==> src/ptsu_pkg.sv <==
// Shared constants and types for the precision-time timestamp unit.
package ptsu_pkg;

  localparam int SEC_W  = 32;
  localparam int NS_W   = 30;
  localparam int FRAC_W = 16;
  localparam int STEP_W = 8;
  localparam int CNT_W  = 7;
  localparam int NUM_KINDS = 4;

  localparam logic [31:0] NS_PER_SEC  = 32'h3B9ACA00;
  localparam logic [SEC_W-1:0] SEC_ONE = 32'h00000001;

  localparam logic [47:0] DA_PTP_MCAST  = 48'h011B19000000;
  localparam logic [47:0] DA_PEER_MCAST = 48'h0180C200000E;
  localparam logic [15:0] ETYPE_PTP     = 16'h88F7;
  localparam logic [15:0] UDP_PORT_PTP  = 16'h013F;
  localparam logic [7:0]  PTP_VERSION   = 8'h02;

  localparam logic [3:0] MSG_SYNC   = 4'h0;
  localparam logic [3:0] MSG_DREQ   = 4'h1;
  localparam logic [3:0] MSG_PREQ   = 4'h2;
  localparam logic [3:0] MSG_PRESP  = 4'h3;

  localparam logic [CNT_W-1:0] OCT_DA_LAST  = 7'h05;
  localparam logic [CNT_W-1:0] OCT_ETYPE_HI = 7'h0C;
  localparam logic [CNT_W-1:0] OCT_ETYPE_LO = 7'h0D;
  localparam logic [CNT_W-1:0] OCT_MSG_RAW  = 7'h0E;
  localparam logic [CNT_W-1:0] OCT_VER_RAW  = 7'h0F;
  localparam logic [CNT_W-1:0] OCT_PORT_HI  = 7'h38;
  localparam logic [CNT_W-1:0] OCT_PORT_LO  = 7'h39;
  localparam logic [CNT_W-1:0] OCT_MSG_UDP  = 7'h3E;
  localparam logic [CNT_W-1:0] OCT_VER_UDP  = 7'h5E;
  localparam logic [CNT_W-1:0] CNT_MAX      = 7'h7F;

  typedef enum logic [1:0] {
    PTSU_SYNC,
    PTSU_DELAY_REQ,
    PTSU_PDELAY_REQ,
    PTSU_PDELAY_RESP
  } ptsu_kind_t;

  typedef struct packed {
    logic [SEC_W-1:0] sec;
    logic [NS_W-1:0]  ns;
  } ptsu_time_t;

  typedef struct packed {
    logic       valid;
    logic       sof;
    logic       eof;
    logic [7:0] data;
  } ptsu_octet_t;

  typedef struct packed {
    logic       wr;
    logic       adj;
    logic       sub;
    ptsu_time_t value;
  } ptsu_host_t;

endpackage

==> src/ptsu_timestamp_unit.sv <==
// Timestamp unit: seconds/nanoseconds timer with PTP event capture.
// Function
// - The timer holds 32 bits of seconds above 30 bits of nanoseconds.
// - When nanoseconds reach one second they wrap and seconds increment.
// - Each seconds increment from a nanosecond wrap raises an event; a host adjustment of seconds does not.
// - A PTP event frame latches the time into a capture register and raises an event.
// - The host can read, overwrite and adjust the running time.
// - Each enabled cycle without a host write, the nanoseconds advance by the 8-bit whole-nanosecond step.
// - A 16-bit fractional step accumulates for sub-nanosecond resolution.
// - On 011B19000000, type 00 is sync and 01 is delay request.
// - On 0180C200000E, type 00 is sync, 02 peer delay request, 03 peer response.
// - Raw frames carry ethertype 88F7 at 12-13, type at 14, version 02 at 15.
// - UDP/IPv6 frames carry port 013F at 56-57, type at 62, version at 94.
module ptsu_timestamp_unit (
  input  wire logic                          sys_clk_i,
  input  wire logic                          resetn_i,
  input  wire logic                          en_i,
  input  wire logic [ptsu_pkg::STEP_W-1:0]   timer_increment_setting_i,
  input  wire logic [ptsu_pkg::FRAC_W-1:0]   timer_increment_fraction_setting_i,
  input  wire ptsu_pkg::ptsu_host_t          host_i,
  input  wire ptsu_pkg::ptsu_octet_t         octet_i,
  output ptsu_pkg::ptsu_time_t               time_o,
  output ptsu_pkg::ptsu_time_t               capture_o [ptsu_pkg::NUM_KINDS],
  output logic                               sec_evt_o,
  output logic                               capture_evt_o,
  output ptsu_pkg::ptsu_kind_t               capture_kind_o
);

  logic [ptsu_pkg::FRAC_W-1:0] frac;
  logic [ptsu_pkg::FRAC_W:0]   frac_sum;
  logic                        carry;
  logic [31:0]                 ns_inc;
  logic [31:0]                 ns_adj;
  logic [31:0]                 ns_sum;
  ptsu_pkg::ptsu_time_t        next_time;
  logic                        next_sec_evt;
  ptsu_pkg::ptsu_time_t        snap;
  ptsu_pkg::ptsu_time_t        snap_hold;
  logic                        hit;
  ptsu_pkg::ptsu_kind_t        kind;

  assign frac_sum = {1'b0, frac}
                  + {1'b0, timer_increment_fraction_setting_i};
  assign carry    = frac_sum[ptsu_pkg::FRAC_W];
  assign ns_inc   = {2'h0, time_o.ns}
                  + {24'h000000, timer_increment_setting_i}
                  + {31'h00000000, carry};
  assign ns_adj   = {2'h0, host_i.value.ns};

  always_ff @(posedge sys_clk_i or negedge resetn_i) begin
    if (!resetn_i) begin
      frac <= '0;
    end else if (en_i) begin
      frac <= frac_sum[ptsu_pkg::FRAC_W-1:0];
    end
  end

  // Write, adjustment and the cycle's step are resolved in one next value.
  always_comb begin
    next_time    = time_o;
    next_sec_evt = 1'b0;
    ns_sum       = ns_inc;
    if (host_i.wr) begin
      next_time = host_i.value;
    end else if (host_i.adj && host_i.sub && ns_inc < ns_adj) begin
      ns_sum        = ns_inc + ptsu_pkg::NS_PER_SEC - ns_adj;
      next_time.ns  = ns_sum[ptsu_pkg::NS_W-1:0];
      next_time.sec = time_o.sec - host_i.value.sec - ptsu_pkg::SEC_ONE;
    end else begin
      if (host_i.adj) begin
        ns_sum = host_i.sub ? ns_inc - ns_adj : ns_inc + ns_adj;
        next_time.sec = host_i.sub ? time_o.sec - host_i.value.sec
                                   : time_o.sec + host_i.value.sec;
      end
      if (ns_sum >= ptsu_pkg::NS_PER_SEC) begin
        ns_sum        = ns_sum - ptsu_pkg::NS_PER_SEC;
        next_time.sec = next_time.sec + ptsu_pkg::SEC_ONE;
        next_sec_evt  = 1'b1;
      end
      next_time.ns = ns_sum[ptsu_pkg::NS_W-1:0];
    end
  end

  always_ff @(posedge sys_clk_i or negedge resetn_i) begin
    if (!resetn_i) begin
      time_o    <= '0;
      sec_evt_o <= 1'b0;
    end else if (en_i) begin
      time_o    <= next_time;
      sec_evt_o <= next_sec_evt;
    end
  end

  // The start of frame is the timestamp point; the hold copy frees the
  // snapshot for a frame that starts right after this one ends.
  always_ff @(posedge sys_clk_i or negedge resetn_i) begin
    if (!resetn_i) begin
      snap      <= '0;
      snap_hold <= '0;
    end else if (en_i) begin
      if (octet_i.valid && octet_i.sof) snap <= time_o;
      if (octet_i.valid && octet_i.eof) snap_hold <= snap;
    end
  end

  ptsu_frame_classifier u_classifier (
    .sys_clk_i (sys_clk_i),
    .resetn_i  (resetn_i),
    .en_i      (en_i),
    .octet_i   (octet_i),
    .hit_o     (hit),
    .kind_o    (kind)
  );

  for (genvar k = 0; k < ptsu_pkg::NUM_KINDS; k++) begin : g_cap
    always_ff @(posedge sys_clk_i or negedge resetn_i) begin
      if (!resetn_i) begin
        capture_o[k] <= '0;
      end else if (en_i && hit && kind == ptsu_pkg::ptsu_kind_t'(k)) begin
        capture_o[k] <= snap_hold;
      end
    end
  end

  always_ff @(posedge sys_clk_i or negedge resetn_i) begin
    if (!resetn_i) begin
      capture_evt_o  <= 1'b0;
      capture_kind_o <= ptsu_pkg::PTSU_SYNC;
    end else if (en_i) begin
      capture_evt_o  <= hit;
      capture_kind_o <= kind;
    end
  end
endmodule

==> src/ptsu_frame_classifier.sv <==
// Recognises PTP event frames in the MAC octet stream.
module ptsu_frame_classifier (
  input  wire logic                 sys_clk_i,
  input  wire logic                 resetn_i,
  input  wire logic                 en_i,
  input  wire ptsu_pkg::ptsu_octet_t octet_i,
  output logic                      hit_o,
  output ptsu_pkg::ptsu_kind_t      kind_o
);

  logic [ptsu_pkg::CNT_W-1:0] cnt;
  logic [ptsu_pkg::CNT_W-1:0] idx;
  logic [47:0]                da;
  logic [15:0]                etype;
  logic [15:0]                port;
  logic [7:0]                 msg_raw;
  logic [7:0]                 ver_raw;
  logic [7:0]                 msg_udp;
  logic [7:0]                 ver_udp;
  logic                       eval;
  logic                       next_hit;
  ptsu_pkg::ptsu_kind_t       next_kind;
  logic                       raw_ok;
  logic                       udp_ok;

  assign idx = octet_i.sof ? '0 : cnt;

  always_ff @(posedge sys_clk_i or negedge resetn_i) begin
    if (!resetn_i) begin
      cnt <= '0;
    end else if (en_i && octet_i.valid && idx != ptsu_pkg::CNT_MAX) begin
      cnt <= idx + 7'h01;
    end
  end

  // Header fields are picked out by octet position.
  always_ff @(posedge sys_clk_i or negedge resetn_i) begin
    if (!resetn_i) begin
      da      <= '0;
      etype   <= '0;
      port    <= '0;
      msg_raw <= '0;
      ver_raw <= '0;
      msg_udp <= '0;
      ver_udp <= '0;
    end else if (en_i && octet_i.valid) begin
      if (idx <= ptsu_pkg::OCT_DA_LAST) da <= {da[39:0], octet_i.data};
      if (idx == ptsu_pkg::OCT_ETYPE_HI) etype[15:8] <= octet_i.data;
      if (idx == ptsu_pkg::OCT_ETYPE_LO) etype[7:0] <= octet_i.data;
      if (idx == ptsu_pkg::OCT_MSG_RAW) msg_raw <= octet_i.data;
      if (idx == ptsu_pkg::OCT_VER_RAW) ver_raw <= octet_i.data;
      if (idx == ptsu_pkg::OCT_PORT_HI) port[15:8] <= octet_i.data;
      if (idx == ptsu_pkg::OCT_PORT_LO) port[7:0] <= octet_i.data;
      if (idx == ptsu_pkg::OCT_MSG_UDP) msg_udp <= octet_i.data;
      if (idx == ptsu_pkg::OCT_VER_UDP) ver_udp <= octet_i.data;
    end
  end

  always_ff @(posedge sys_clk_i or negedge resetn_i) begin
    if (!resetn_i) begin
      eval <= 1'b0;
    end else if (en_i) begin
      eval <= octet_i.valid && octet_i.eof;
    end
  end

  assign raw_ok = cnt > ptsu_pkg::OCT_VER_RAW
               && etype == ptsu_pkg::ETYPE_PTP
               && ver_raw == ptsu_pkg::PTP_VERSION;
  assign udp_ok = !raw_ok && cnt > ptsu_pkg::OCT_VER_UDP
               && port == ptsu_pkg::UDP_PORT_PTP
               && ver_udp == ptsu_pkg::PTP_VERSION;

  always_comb begin
    next_hit  = 1'b0;
    next_kind = ptsu_pkg::PTSU_SYNC;
    if (raw_ok && da == ptsu_pkg::DA_PTP_MCAST) begin
      case (msg_raw[3:0])
        ptsu_pkg::MSG_SYNC: begin
          next_hit = 1'b1;
        end
        ptsu_pkg::MSG_DREQ: begin
          next_hit  = 1'b1;
          next_kind = ptsu_pkg::PTSU_DELAY_REQ;
        end
        default: begin
          next_hit = 1'b0;
        end
      endcase
    end else if (raw_ok && da == ptsu_pkg::DA_PEER_MCAST) begin
      case (msg_raw[3:0])
        ptsu_pkg::MSG_SYNC: begin
          next_hit = 1'b1;
        end
        ptsu_pkg::MSG_PREQ: begin
          next_hit  = 1'b1;
          next_kind = ptsu_pkg::PTSU_PDELAY_REQ;
        end
        ptsu_pkg::MSG_PRESP: begin
          next_hit  = 1'b1;
          next_kind = ptsu_pkg::PTSU_PDELAY_RESP;
        end
        default: begin
          next_hit = 1'b0;
        end
      endcase
    end else if (udp_ok && msg_udp[7:2] == 6'h00) begin
      next_hit  = 1'b1;
      next_kind = ptsu_pkg::ptsu_kind_t'(msg_udp[1:0]);
    end
  end

  always_ff @(posedge sys_clk_i or negedge resetn_i) begin
    if (!resetn_i) begin
      hit_o  <= 1'b0;
      kind_o <= ptsu_pkg::PTSU_SYNC;
    end else if (en_i) begin
      hit_o  <= eval && next_hit;
      kind_o <= next_kind;
    end
  end
endmodule

==> config.mk <==
export PLATFORM = sky130hd
export DESIGN_NAME = ptsu_timestamp_unit
export DESIGN_NICKNAME = d
export VERILOG_FILES = /design/src/ptsu_pkg.sv /design/src/ptsu_timestamp_unit.sv /design/src/ptsu_frame_classifier.sv
export SDC_FILE = /design/constraint.sdc
export NUM_CORES = 1
export LEC_CHECK = 0
export BUFFER_PORTS_ARGS = -buffer_cell sky130_fd_sc_hd__clkbuf_2
export CORE_MARGIN = 5
export CORE_UTILIZATION = 60
export DETAILED_ROUTE_END_ITERATION = 7
export GPL_TIMING_DRIVEN = 0
export MAX_ROUTING_LAYER = met4
export PLACE_DENSITY = 0.82
export SLEW_MARGIN = 20
export SYNTH_ARGS = -nofsm -noshare
export SYNTH_HDL_FRONTEND = slang
export SYNTH_SLANG_ARGS = --single-unit
export TNS_END_PERCENT = 1
==> constraint.sdc <==
create_clock -name sys_clk_i -period 12 [get_ports sys_clk_i]
set_input_delay 0.6 -clock sys_clk_i [delete_from_list [all_inputs] [get_ports sys_clk_i]]
set_output_delay 0.6 -clock sys_clk_i [all_outputs]
set_load 0.01 [all_outputs]
Yosys cells after proc, flatten, opt, wreduce, memory -nomap -nowiden:

Cells that the tools add are included.

* output and inout port bits: 314
* logic and storage cells: 133
* input bits: 103
* register bits: 573

* reduce and logical (&&, ||, !) cells: 37
* $lt $le $gt $ge: 5
* multiplexer cells: 26
* eq/ne operators: 21
* $add $sub $neg: 13

Operators with widths (count)
* 32-bit 2-to-1 mux: 9
* 62-bit 2-to-1 mux: 2
* 48-bit by 41-bit == test with 1-bit output, second input constant: 2
* 31-bit by 1-bit adder with 32-bit output: 1
* 32-bit by 1-bit adder with 32-bit output, second input constant: 1
* 32-bit by 30-bit adder with 32-bit output: 1
* 32-bit adder: 1
* 32-bit by 30-bit >= comparator with 1-bit output, second input constant: 1
* 32-bit by 30-bit < comparator with 1-bit output: 1
* 32-bit by 1-bit subtractor with 32-bit output, second input constant: 1
* 32-bit by 30-bit subtractor with 32-bit output: 1
* 32-bit subtractor: 1
* 30-bit by 8-bit adder with 31-bit output: 1
* 30-bit adder, second input constant: 1
* 30-bit 2-to-1 mux: 1
* 30-bit subtractor: 1
* 30-bit subtractor, second input constant: 1
* 7-bit by 4-bit == test with 1-bit output, second input constant: 4
* 2-bit AND reduction: 11
* 7-bit by 6-bit == test with 1-bit output, second input constant: 3
* 1-bit logical AND: 20
* 16-bit by 16-bit adder with 17-bit output: 1
* 16-bit == test, second input constant: 1
* 16-bit by 9-bit == test with 1-bit output, second input constant: 1
* other kinds (21): 34

Logic depth before layout (Yosys ltp):

* depth after elaboration: 12
* depth in mapped cells: 42
* gate-level depth less buffers: 41

By module:

Synthesis repeated with hierarchy kept, for this count alone.

* cell total of the unflattened synthesis: 3560
* area, all modules: 36466.2 um^2

Modules (own cells, without submodules)
* ptsu_timestamp_unit: times used 1, sequential area each 11360.9 um^2, cells an instance 3196, area each 31260.0 um^2
* ptsu_frame_classifier: times used 1, sequential area each 2977.9 um^2, cells an instance 364, area each 5206.2 um^2

Worst setup path after synthesis:

OpenSTA, ideal clock, no wires.

* kind: input to register
* start point: input timer_increment_fraction_setting_i[0] (netlist name)
* end point: register time_o[20] (netlist name)
* stages on the path: 40
* required time: 11.854 ns
* setup time: 0.146 ns
* arrival time: 8.559 ns
* path slack: 3.295 ns
* path buffers: 1
* path through: ha_1 > fa_1 > a21oi_1 > nor2_1 > nor2_1 > o21bai_1 > a21oi_1 > o21bai_1 > a21oi_1 > o21bai_1 > a21oi_1 > o21bai_1 > a21oi_1 > o21ai_0 > nand3_1 > nand2_1 > fa_1 > fa_1 > (+4 left out) > xor2_1 > inv_1 > ha_1 > buf_2 > inv_1 > o21ai_0 > a31o_2 > a31oi_1 > nor4_1 > o21ai_0 > a22o_1 > a221oi_1 > o211ai_1 > o211ai_1 > o21ai_1 > or4_1 > o211ai_1 > o221ai_1

* longest elaborated chain between the ends: 11
* elaborated cells between the ends (all ways): 17
* those cells by class: add/sub: 7; order compare: 2; mux: 7; reduce/logical: 1

Ends and longest elaborated chain
* start, declared: line ptsu_timestamp_unit.sv:19 `input wire logic [ptsu_pkg::FRAC_W-1:0] timer_increment_fraction_setting_i,`
* 16-bit by 16-bit adder with 17-bit output *: line ptsu_timestamp_unit.sv:43 `+ {1'b0, timer_increment_fraction_setting_i};`
* 31-bit by 1-bit adder with 32-bit output *: line ptsu_timestamp_unit.sv:47 `+ {31'h00000000, carry};`
* 32-bit by 30-bit adder with 32-bit output or 32-bit by 30-bit subtractor with 32-bit output (tied branches): line ptsu_timestamp_unit.sv:71 `ns_sum = host_i.sub ? ns_inc - ns_adj : ns_inc + ns_adj;`
* 32-bit 2-to-1 mux: line ptsu_timestamp_unit.sv:71
* 32-bit 2-to-1 mux: line ptsu_timestamp_unit.sv:70 `if (host_i.adj) begin`
* 32-bit 2-to-1 mux: line ptsu_timestamp_unit.sv:65 `end else if (host_i.adj && host_i.sub && ns_inc < ns_adj) begin`
* 32-bit 2-to-1 mux: line ptsu_timestamp_unit.sv:63 `if (host_i.wr) begin`
* 30-bit subtractor or 32-bit by 30-bit >= comparator with 1-bit output (tied branches): line ptsu_timestamp_unit.sv:76, ptsu_timestamp_unit.sv:75
* 30-bit 2-to-1 mux: line ptsu_timestamp_unit.sv:75 `if (ns_sum >= ptsu_pkg::NS_PER_SEC) begin`
* 62-bit 2-to-1 mux *: line ptsu_timestamp_unit.sv:65
* 62-bit 2-to-1 mux *: line ptsu_timestamp_unit.sv:63
* end signal, assigned: line ptsu_timestamp_unit.sv:89 `time_o <= next_time;`
* end, declared: line ptsu_timestamp_unit.sv:22 `output ptsu_pkg::ptsu_time_t time_o,`

Every way passes the cells marked *; elsewhere a longest branch is shown, timed or not. The select of a mux whose other input is x is not followed.
A chain may end at the register's enable or synchronous reset.

Worst setup path after layout:

* start point: register frac[0] (netlist name)
* end point: register time_o[57] (netlist name)

* longest elaborated chain between the ends: 11
* elaborated cells between the ends (all ways): 14
* those cells by class: add/sub: 4; order compare: 2; mux: 7; reduce/logical: 1

Ends and longest elaborated chain
* start, declared: line ptsu_timestamp_unit.sv:29 `logic [ptsu_pkg::FRAC_W-1:0] frac;`
* start signal, assigned: line ptsu_timestamp_unit.sv:54 `frac <= frac_sum[ptsu_pkg::FRAC_W-1:0];`
* 16-bit by 16-bit adder with 17-bit output *: line ptsu_timestamp_unit.sv:43
* 31-bit by 1-bit adder with 32-bit output *: line ptsu_timestamp_unit.sv:47
* 32-bit by 30-bit adder with 32-bit output or 32-bit by 30-bit subtractor with 32-bit output (tied branches): line ptsu_timestamp_unit.sv:71
* 32-bit 2-to-1 mux: line ptsu_timestamp_unit.sv:71
* 32-bit 2-to-1 mux: line ptsu_timestamp_unit.sv:70
* 32-bit 2-to-1 mux: line ptsu_timestamp_unit.sv:65
* 32-bit 2-to-1 mux: line ptsu_timestamp_unit.sv:63
* 32-bit by 30-bit >= comparator with 1-bit output: line ptsu_timestamp_unit.sv:75
* 32-bit 2-to-1 mux: line ptsu_timestamp_unit.sv:75
* 62-bit 2-to-1 mux *: line ptsu_timestamp_unit.sv:65
* 62-bit 2-to-1 mux *: line ptsu_timestamp_unit.sv:63

Marks and branches as above.

==> metrics list <==
- Counting both buffers and inverters, the worst setup path holds a total of 4.
* Area share of the largest cell type after synthesis: 40.3%
- In this run the cell area of the synthesized design comes to ~0.036 mm².
- Setup repair after global routing left no endpoint under its margin.
* Synth Register Bits: ~570
- Of the available clock period, the critical path in the final layout requires 92.8%.
* Startpoint of the worst register-to-register path: frac[0]$_DFFE_PN0P_
- For this run, the slowest stage of the critical path takes roughly 0.68 ns.
- The initial antenna violation count came to 8.
- Counting flops with an async set or reset pin after synthesis yields a share of 100%.
- Sequential elements use 40.3% of the synthesized area.
* Effective utilization at floorplan: just over 60%
* CTS root buffer: sky130_fd_sc_hd__clkbuf_16
- Most Frequent Cell on Critical Path: sky130_fd_sc_hd__a21oi_1
- The wire-length estimate of the detail-placed layout is 93400 µm.
- Measured along the y axis, the die boundary spans 253 µm.
* Net total in the final layout: 4266
- CP required: 12.44 ns
- Synthesized instance count: 3465
- I/O Buffers: roughly 410
- Global route total overflow: 0
- On the critical path the largest part of the delay comes from compound AO/OA/AOI/OAI gates.
* DRT iter0 DRCs: 3409
- Each instance of the synthesized netlist takes up on average 10.3 µm².
* Final hold violation count: 0
- Peak Freq: 89.8 MHz
* Number of buffers created by CTS: 56
* Relative area change from synthesis to final layout: 14.8%
- Yosys mapped the design onto 93 distinct sky130hd cell types.
- Syn. warnings: 0
- Beginning of the critical path: frac[0]$_DFFE_PN0P_
- Nature of the critical path endpoint: flip-flop
- Final min period: 11.13 ns
* Number of max-slew violations in the final report: 0
- Mapped Nets: 3785
- 417 I/O pins were placed.
- Worst min-delay path category: in2reg
- Entering global routing, the biggest net connects 96 pins.
- Global-route wire length before repair: 186000 µm
- Routed vias/inst: 6.54
- Setup CP Type: reg2reg
- The routed layout has 31224 vias.
* Status: completed
- Clock transition at the registers of the reported paths: ~0.07 ns
- Depth of the worst register-to-register path: 41
* Dominant synthesized flop cell: sky130_fd_sc_hd__dfrtp_1
* Total of endpoints with negative setup slack in the final report: 0
- By area the synthesized netlist is led by sky130_fd_sc_hd__dfrtp_1, sky130_fd_sc_hd__mux2_2, sky130_fd_sc_hd__ha_1.
- 1st-pass router iterations: 8
* Startpoint of the lowest-slack hold path: timer_increment_fraction_setting_i[0]
- sky130_fd_sc_hd__dfrtp_1 takes more of the synthesized area than any other cell.
* Library cell contributing the largest single delay on the critical path: sky130_fd_sc_hd__a221oi_1
* Final Core Density: 69.3%
- No sink is reached through more buffers than the 3 on the longest clock path.
- For the worst setup path, the data arrival time is around 12 ns.
- The setup check on the worst reg-to-reg path leaves a slack of 0.87 ns.
- Depth of the critical timing path with buffers and inverters included: 41
- Vias in the first global route: 30494
- Clk_skew: 0.0458 ns
- The later pin in the worst-skew pair is clocked with a latency of 0.64 ns.
- Once detail routing completed, the nets flagged for antenna violations numbered 0.
* Buffer count from post-CTS setup fixing: 0
- CTS built an H-tree with a depth of 2.
* Clock tree from TritonCTS: built
- # DRC: 0
- CTS sink count: 573
* Category of the worst setup path launch point: flip-flop
- Area inside the core boundary: 0.0589 mm²
- GPL Wtd Cong: about 1.1
- Post-Route Setup TNS: 0 ns
* All-layer global routing usage: 38.6%
- End of the worst hold path: frac[0]$_DFFE_PN0P_
- Number of core rows: 89
* Maximum resistive drop on vdd: 0.000289 V
- Max-cap violations in this run came to 0.
- In the final routed layout, each cell accounts on average for 26.1 µm.
- The endpoint identified for the worst register-to-register timing path is time_o[57]$_DFFE_PN0P_.
* Slew at the pin with the worst max-slew slack: 1.26 ns
- The die covers 0.0642 mm².
* PwrDens: between 200 and 250 mW/mm²
- The worst pin sits at a relative slew slack of 15.9%.
* Leakage power: 19.5 nW
- Counting flops with a built-in enable in the synthesized netlist gives 0.
* Fraction of final layout cells sized beyond drive strength 1: 27.1%
- Die width: 253 µm
* Worst-path maximum fanout: 10
- The worst hold path was traced through 3 stages.
- Summed over all layers, the routed wires come to 125000 µm.
-- flip-flops by register name, indices dropped and copies added (netlist names), 8 cells and up --
name / flops
u_classifier.ver_raw: 8
u_classifier.ver_udp: 8
u_classifier.msg_udp: 8
capture_o: 248
u_classifier.port: 16
u_classifier.da: 48
frac: 16
snap: 62
snap_hold: 62
time_o: 62
u_classifier.etype: 16
-- layout make-up --
class | instances | area [µm²]
multi-input combinational | 2540 | 19900
fill | 4343 | 18100
sequential | 573 | 14300
timing repair buffer | 423 | 2290
clock buffer | 79 | 1610
tap | 773 | 967
inverter | 190 | 713
buffer | 162 | 657
clock inverter | 26 | 340
antenna | 10 | 25.0
-- synth_stat cells, drive strengths merged (28+ instances only) --
library cell / instances
dfrtp: 573
mux2: 499
nor2: 229
a21oi: 211
ha: 193
inv: 189
nand2: 173
o21ai: 153
xnor2: 136
clkbuf: 120
nor3: 91
xor2: 69
nand3: 68
nor4: 43
buf: 42
a21o: 40
o31ai: 38
a211oi: 33
a31oi: 32
mux2i: 29
nand2b: 28
o21bai: 28
-- metrics by stage --
stage	power [mW]	std cells	setup WS [ns]	hold slack (ns)	instance area, µm²
6_report	8.87	4776	0.869	0.332	40800
5_1_grt	9.31	4774	0.301	0.354	40800
4_1_cts	8.72	4766	0.958	0.308	40800
3_5_place_dp	6.83	4660	0.775	0.472	38800
3_3_place_gp	6.75	4652	-2.75	0.460	38600
2_1_floorplan	5.56	3465	3.30	0.304	35600
-- metal layers --
layer	track usage [%]	vias to the layer above	wire [µm]
met5	-	-	0
met4	18.9	0	7500
met3	7.45	474	12200
met2	60.3	1828	57300
met1	48.5	15333	47600
li1	-	13589	-
-- cell families (layout without fill, tap and decap cells) --
family / after synthesis / in the layout / share of synthesized area, %
other cells: 0 / 10 / 0
compound gates: 792 / 792 / 14.9
fa+ha+maj: 217 / 217 / 8.14
flops: 573 / 573 / 40.3
buf+inv: 352 / 880 / 3.85
xor+xnor: 205 / 205 / 5.05
mux: 528 / 528 / 16.6
simple gates: 798 / 798 / 11.1
-- cell usage in the layout (no fill, tap or decap), types with 12 or more instances in the layout --
cell                        instances
sky130_fd_sc_hd__a211oi_1          33
sky130_fd_sc_hd__a21o_1            40
sky130_fd_sc_hd__a21oi_1          211
sky130_fd_sc_hd__a221oi_1          25
sky130_fd_sc_hd__a311oi_1          12
sky130_fd_sc_hd__a31oi_1           31
sky130_fd_sc_hd__and2_1            13
sky130_fd_sc_hd__and3_1            20
sky130_fd_sc_hd__buf_1             18
sky130_fd_sc_hd__buf_2             19
sky130_fd_sc_hd__clkbuf_1         129
sky130_fd_sc_hd__clkbuf_16         56
sky130_fd_sc_hd__clkbuf_2         415
sky130_fd_sc_hd__clkbuf_8          13
sky130_fd_sc_hd__dfrtp_1          573
sky130_fd_sc_hd__fa_1              24
sky130_fd_sc_hd__ha_1             193
sky130_fd_sc_hd__inv_1            187
sky130_fd_sc_hd__mux2_2           499
sky130_fd_sc_hd__mux2i_1           29
sky130_fd_sc_hd__nand2_1          173
sky130_fd_sc_hd__nand2b_1          28
sky130_fd_sc_hd__nand3_1           68
sky130_fd_sc_hd__nand4_1           20
sky130_fd_sc_hd__nor2_1           229
sky130_fd_sc_hd__nor2b_1           27
sky130_fd_sc_hd__nor3_1            87
sky130_fd_sc_hd__nor4_1            42
sky130_fd_sc_hd__o211ai_1          25
sky130_fd_sc_hd__o21a_1            25
sky130_fd_sc_hd__o21ai_0          142
sky130_fd_sc_hd__o21bai_1          28
sky130_fd_sc_hd__o221ai_1          23
sky130_fd_sc_hd__o22ai_1           15
sky130_fd_sc_hd__o31a_1            12
sky130_fd_sc_hd__o31ai_1           36
sky130_fd_sc_hd__or3_1             22
sky130_fd_sc_hd__or4_1             15
sky130_fd_sc_hd__xnor2_1          136
sky130_fd_sc_hd__xor2_1            69
-- where the power goes --
part,switching (mW),internal [mW]
registers,0.557,2.29
logic,2.51,1.66
clock network,0.801,1.05
total,3.87,5.00
-- worst reg2reg max path, delay by kind of cell (launching register included) --
kind	cells	cell delay, ns
xor+xnor	2	0.46
simple gates	7	1.38
buf+inv	4	1.01
fa+ha+maj	5	1.82
flops	1	0.38
compound gates	23	5.87
-- worst max path at each step --
stage / end / slack, ns
2_1_floorplan: time_o[20]$_DFFE_PN0P_ / 3.30
3_3_place_gp: capture_o[171]$_DFFE_PN0P_ / -2.75
3_5_place_dp: time_o[49]$_DFFE_PN0P_ / 0.78
4_1_cts: time_o[49]$_DFFE_PN0P_ / 0.96
5_1_grt: time_o[49]$_DFFE_PN0P_ / 0.30
6_report: time_o[57]$_DFFE_PN0P_ / 0.87
-- repair_timing --
| action | in CTS | in global routing |
|---|---|---|
| endpoints found under the hold margin | 40 | 0 |
| endpoints found under the setup margin | 0 | 2 |
| resized for setup | 0 | 1 |
| hold buffers | 1 | 0 |
No activity file was read; power rests on OpenSTA's default activity.
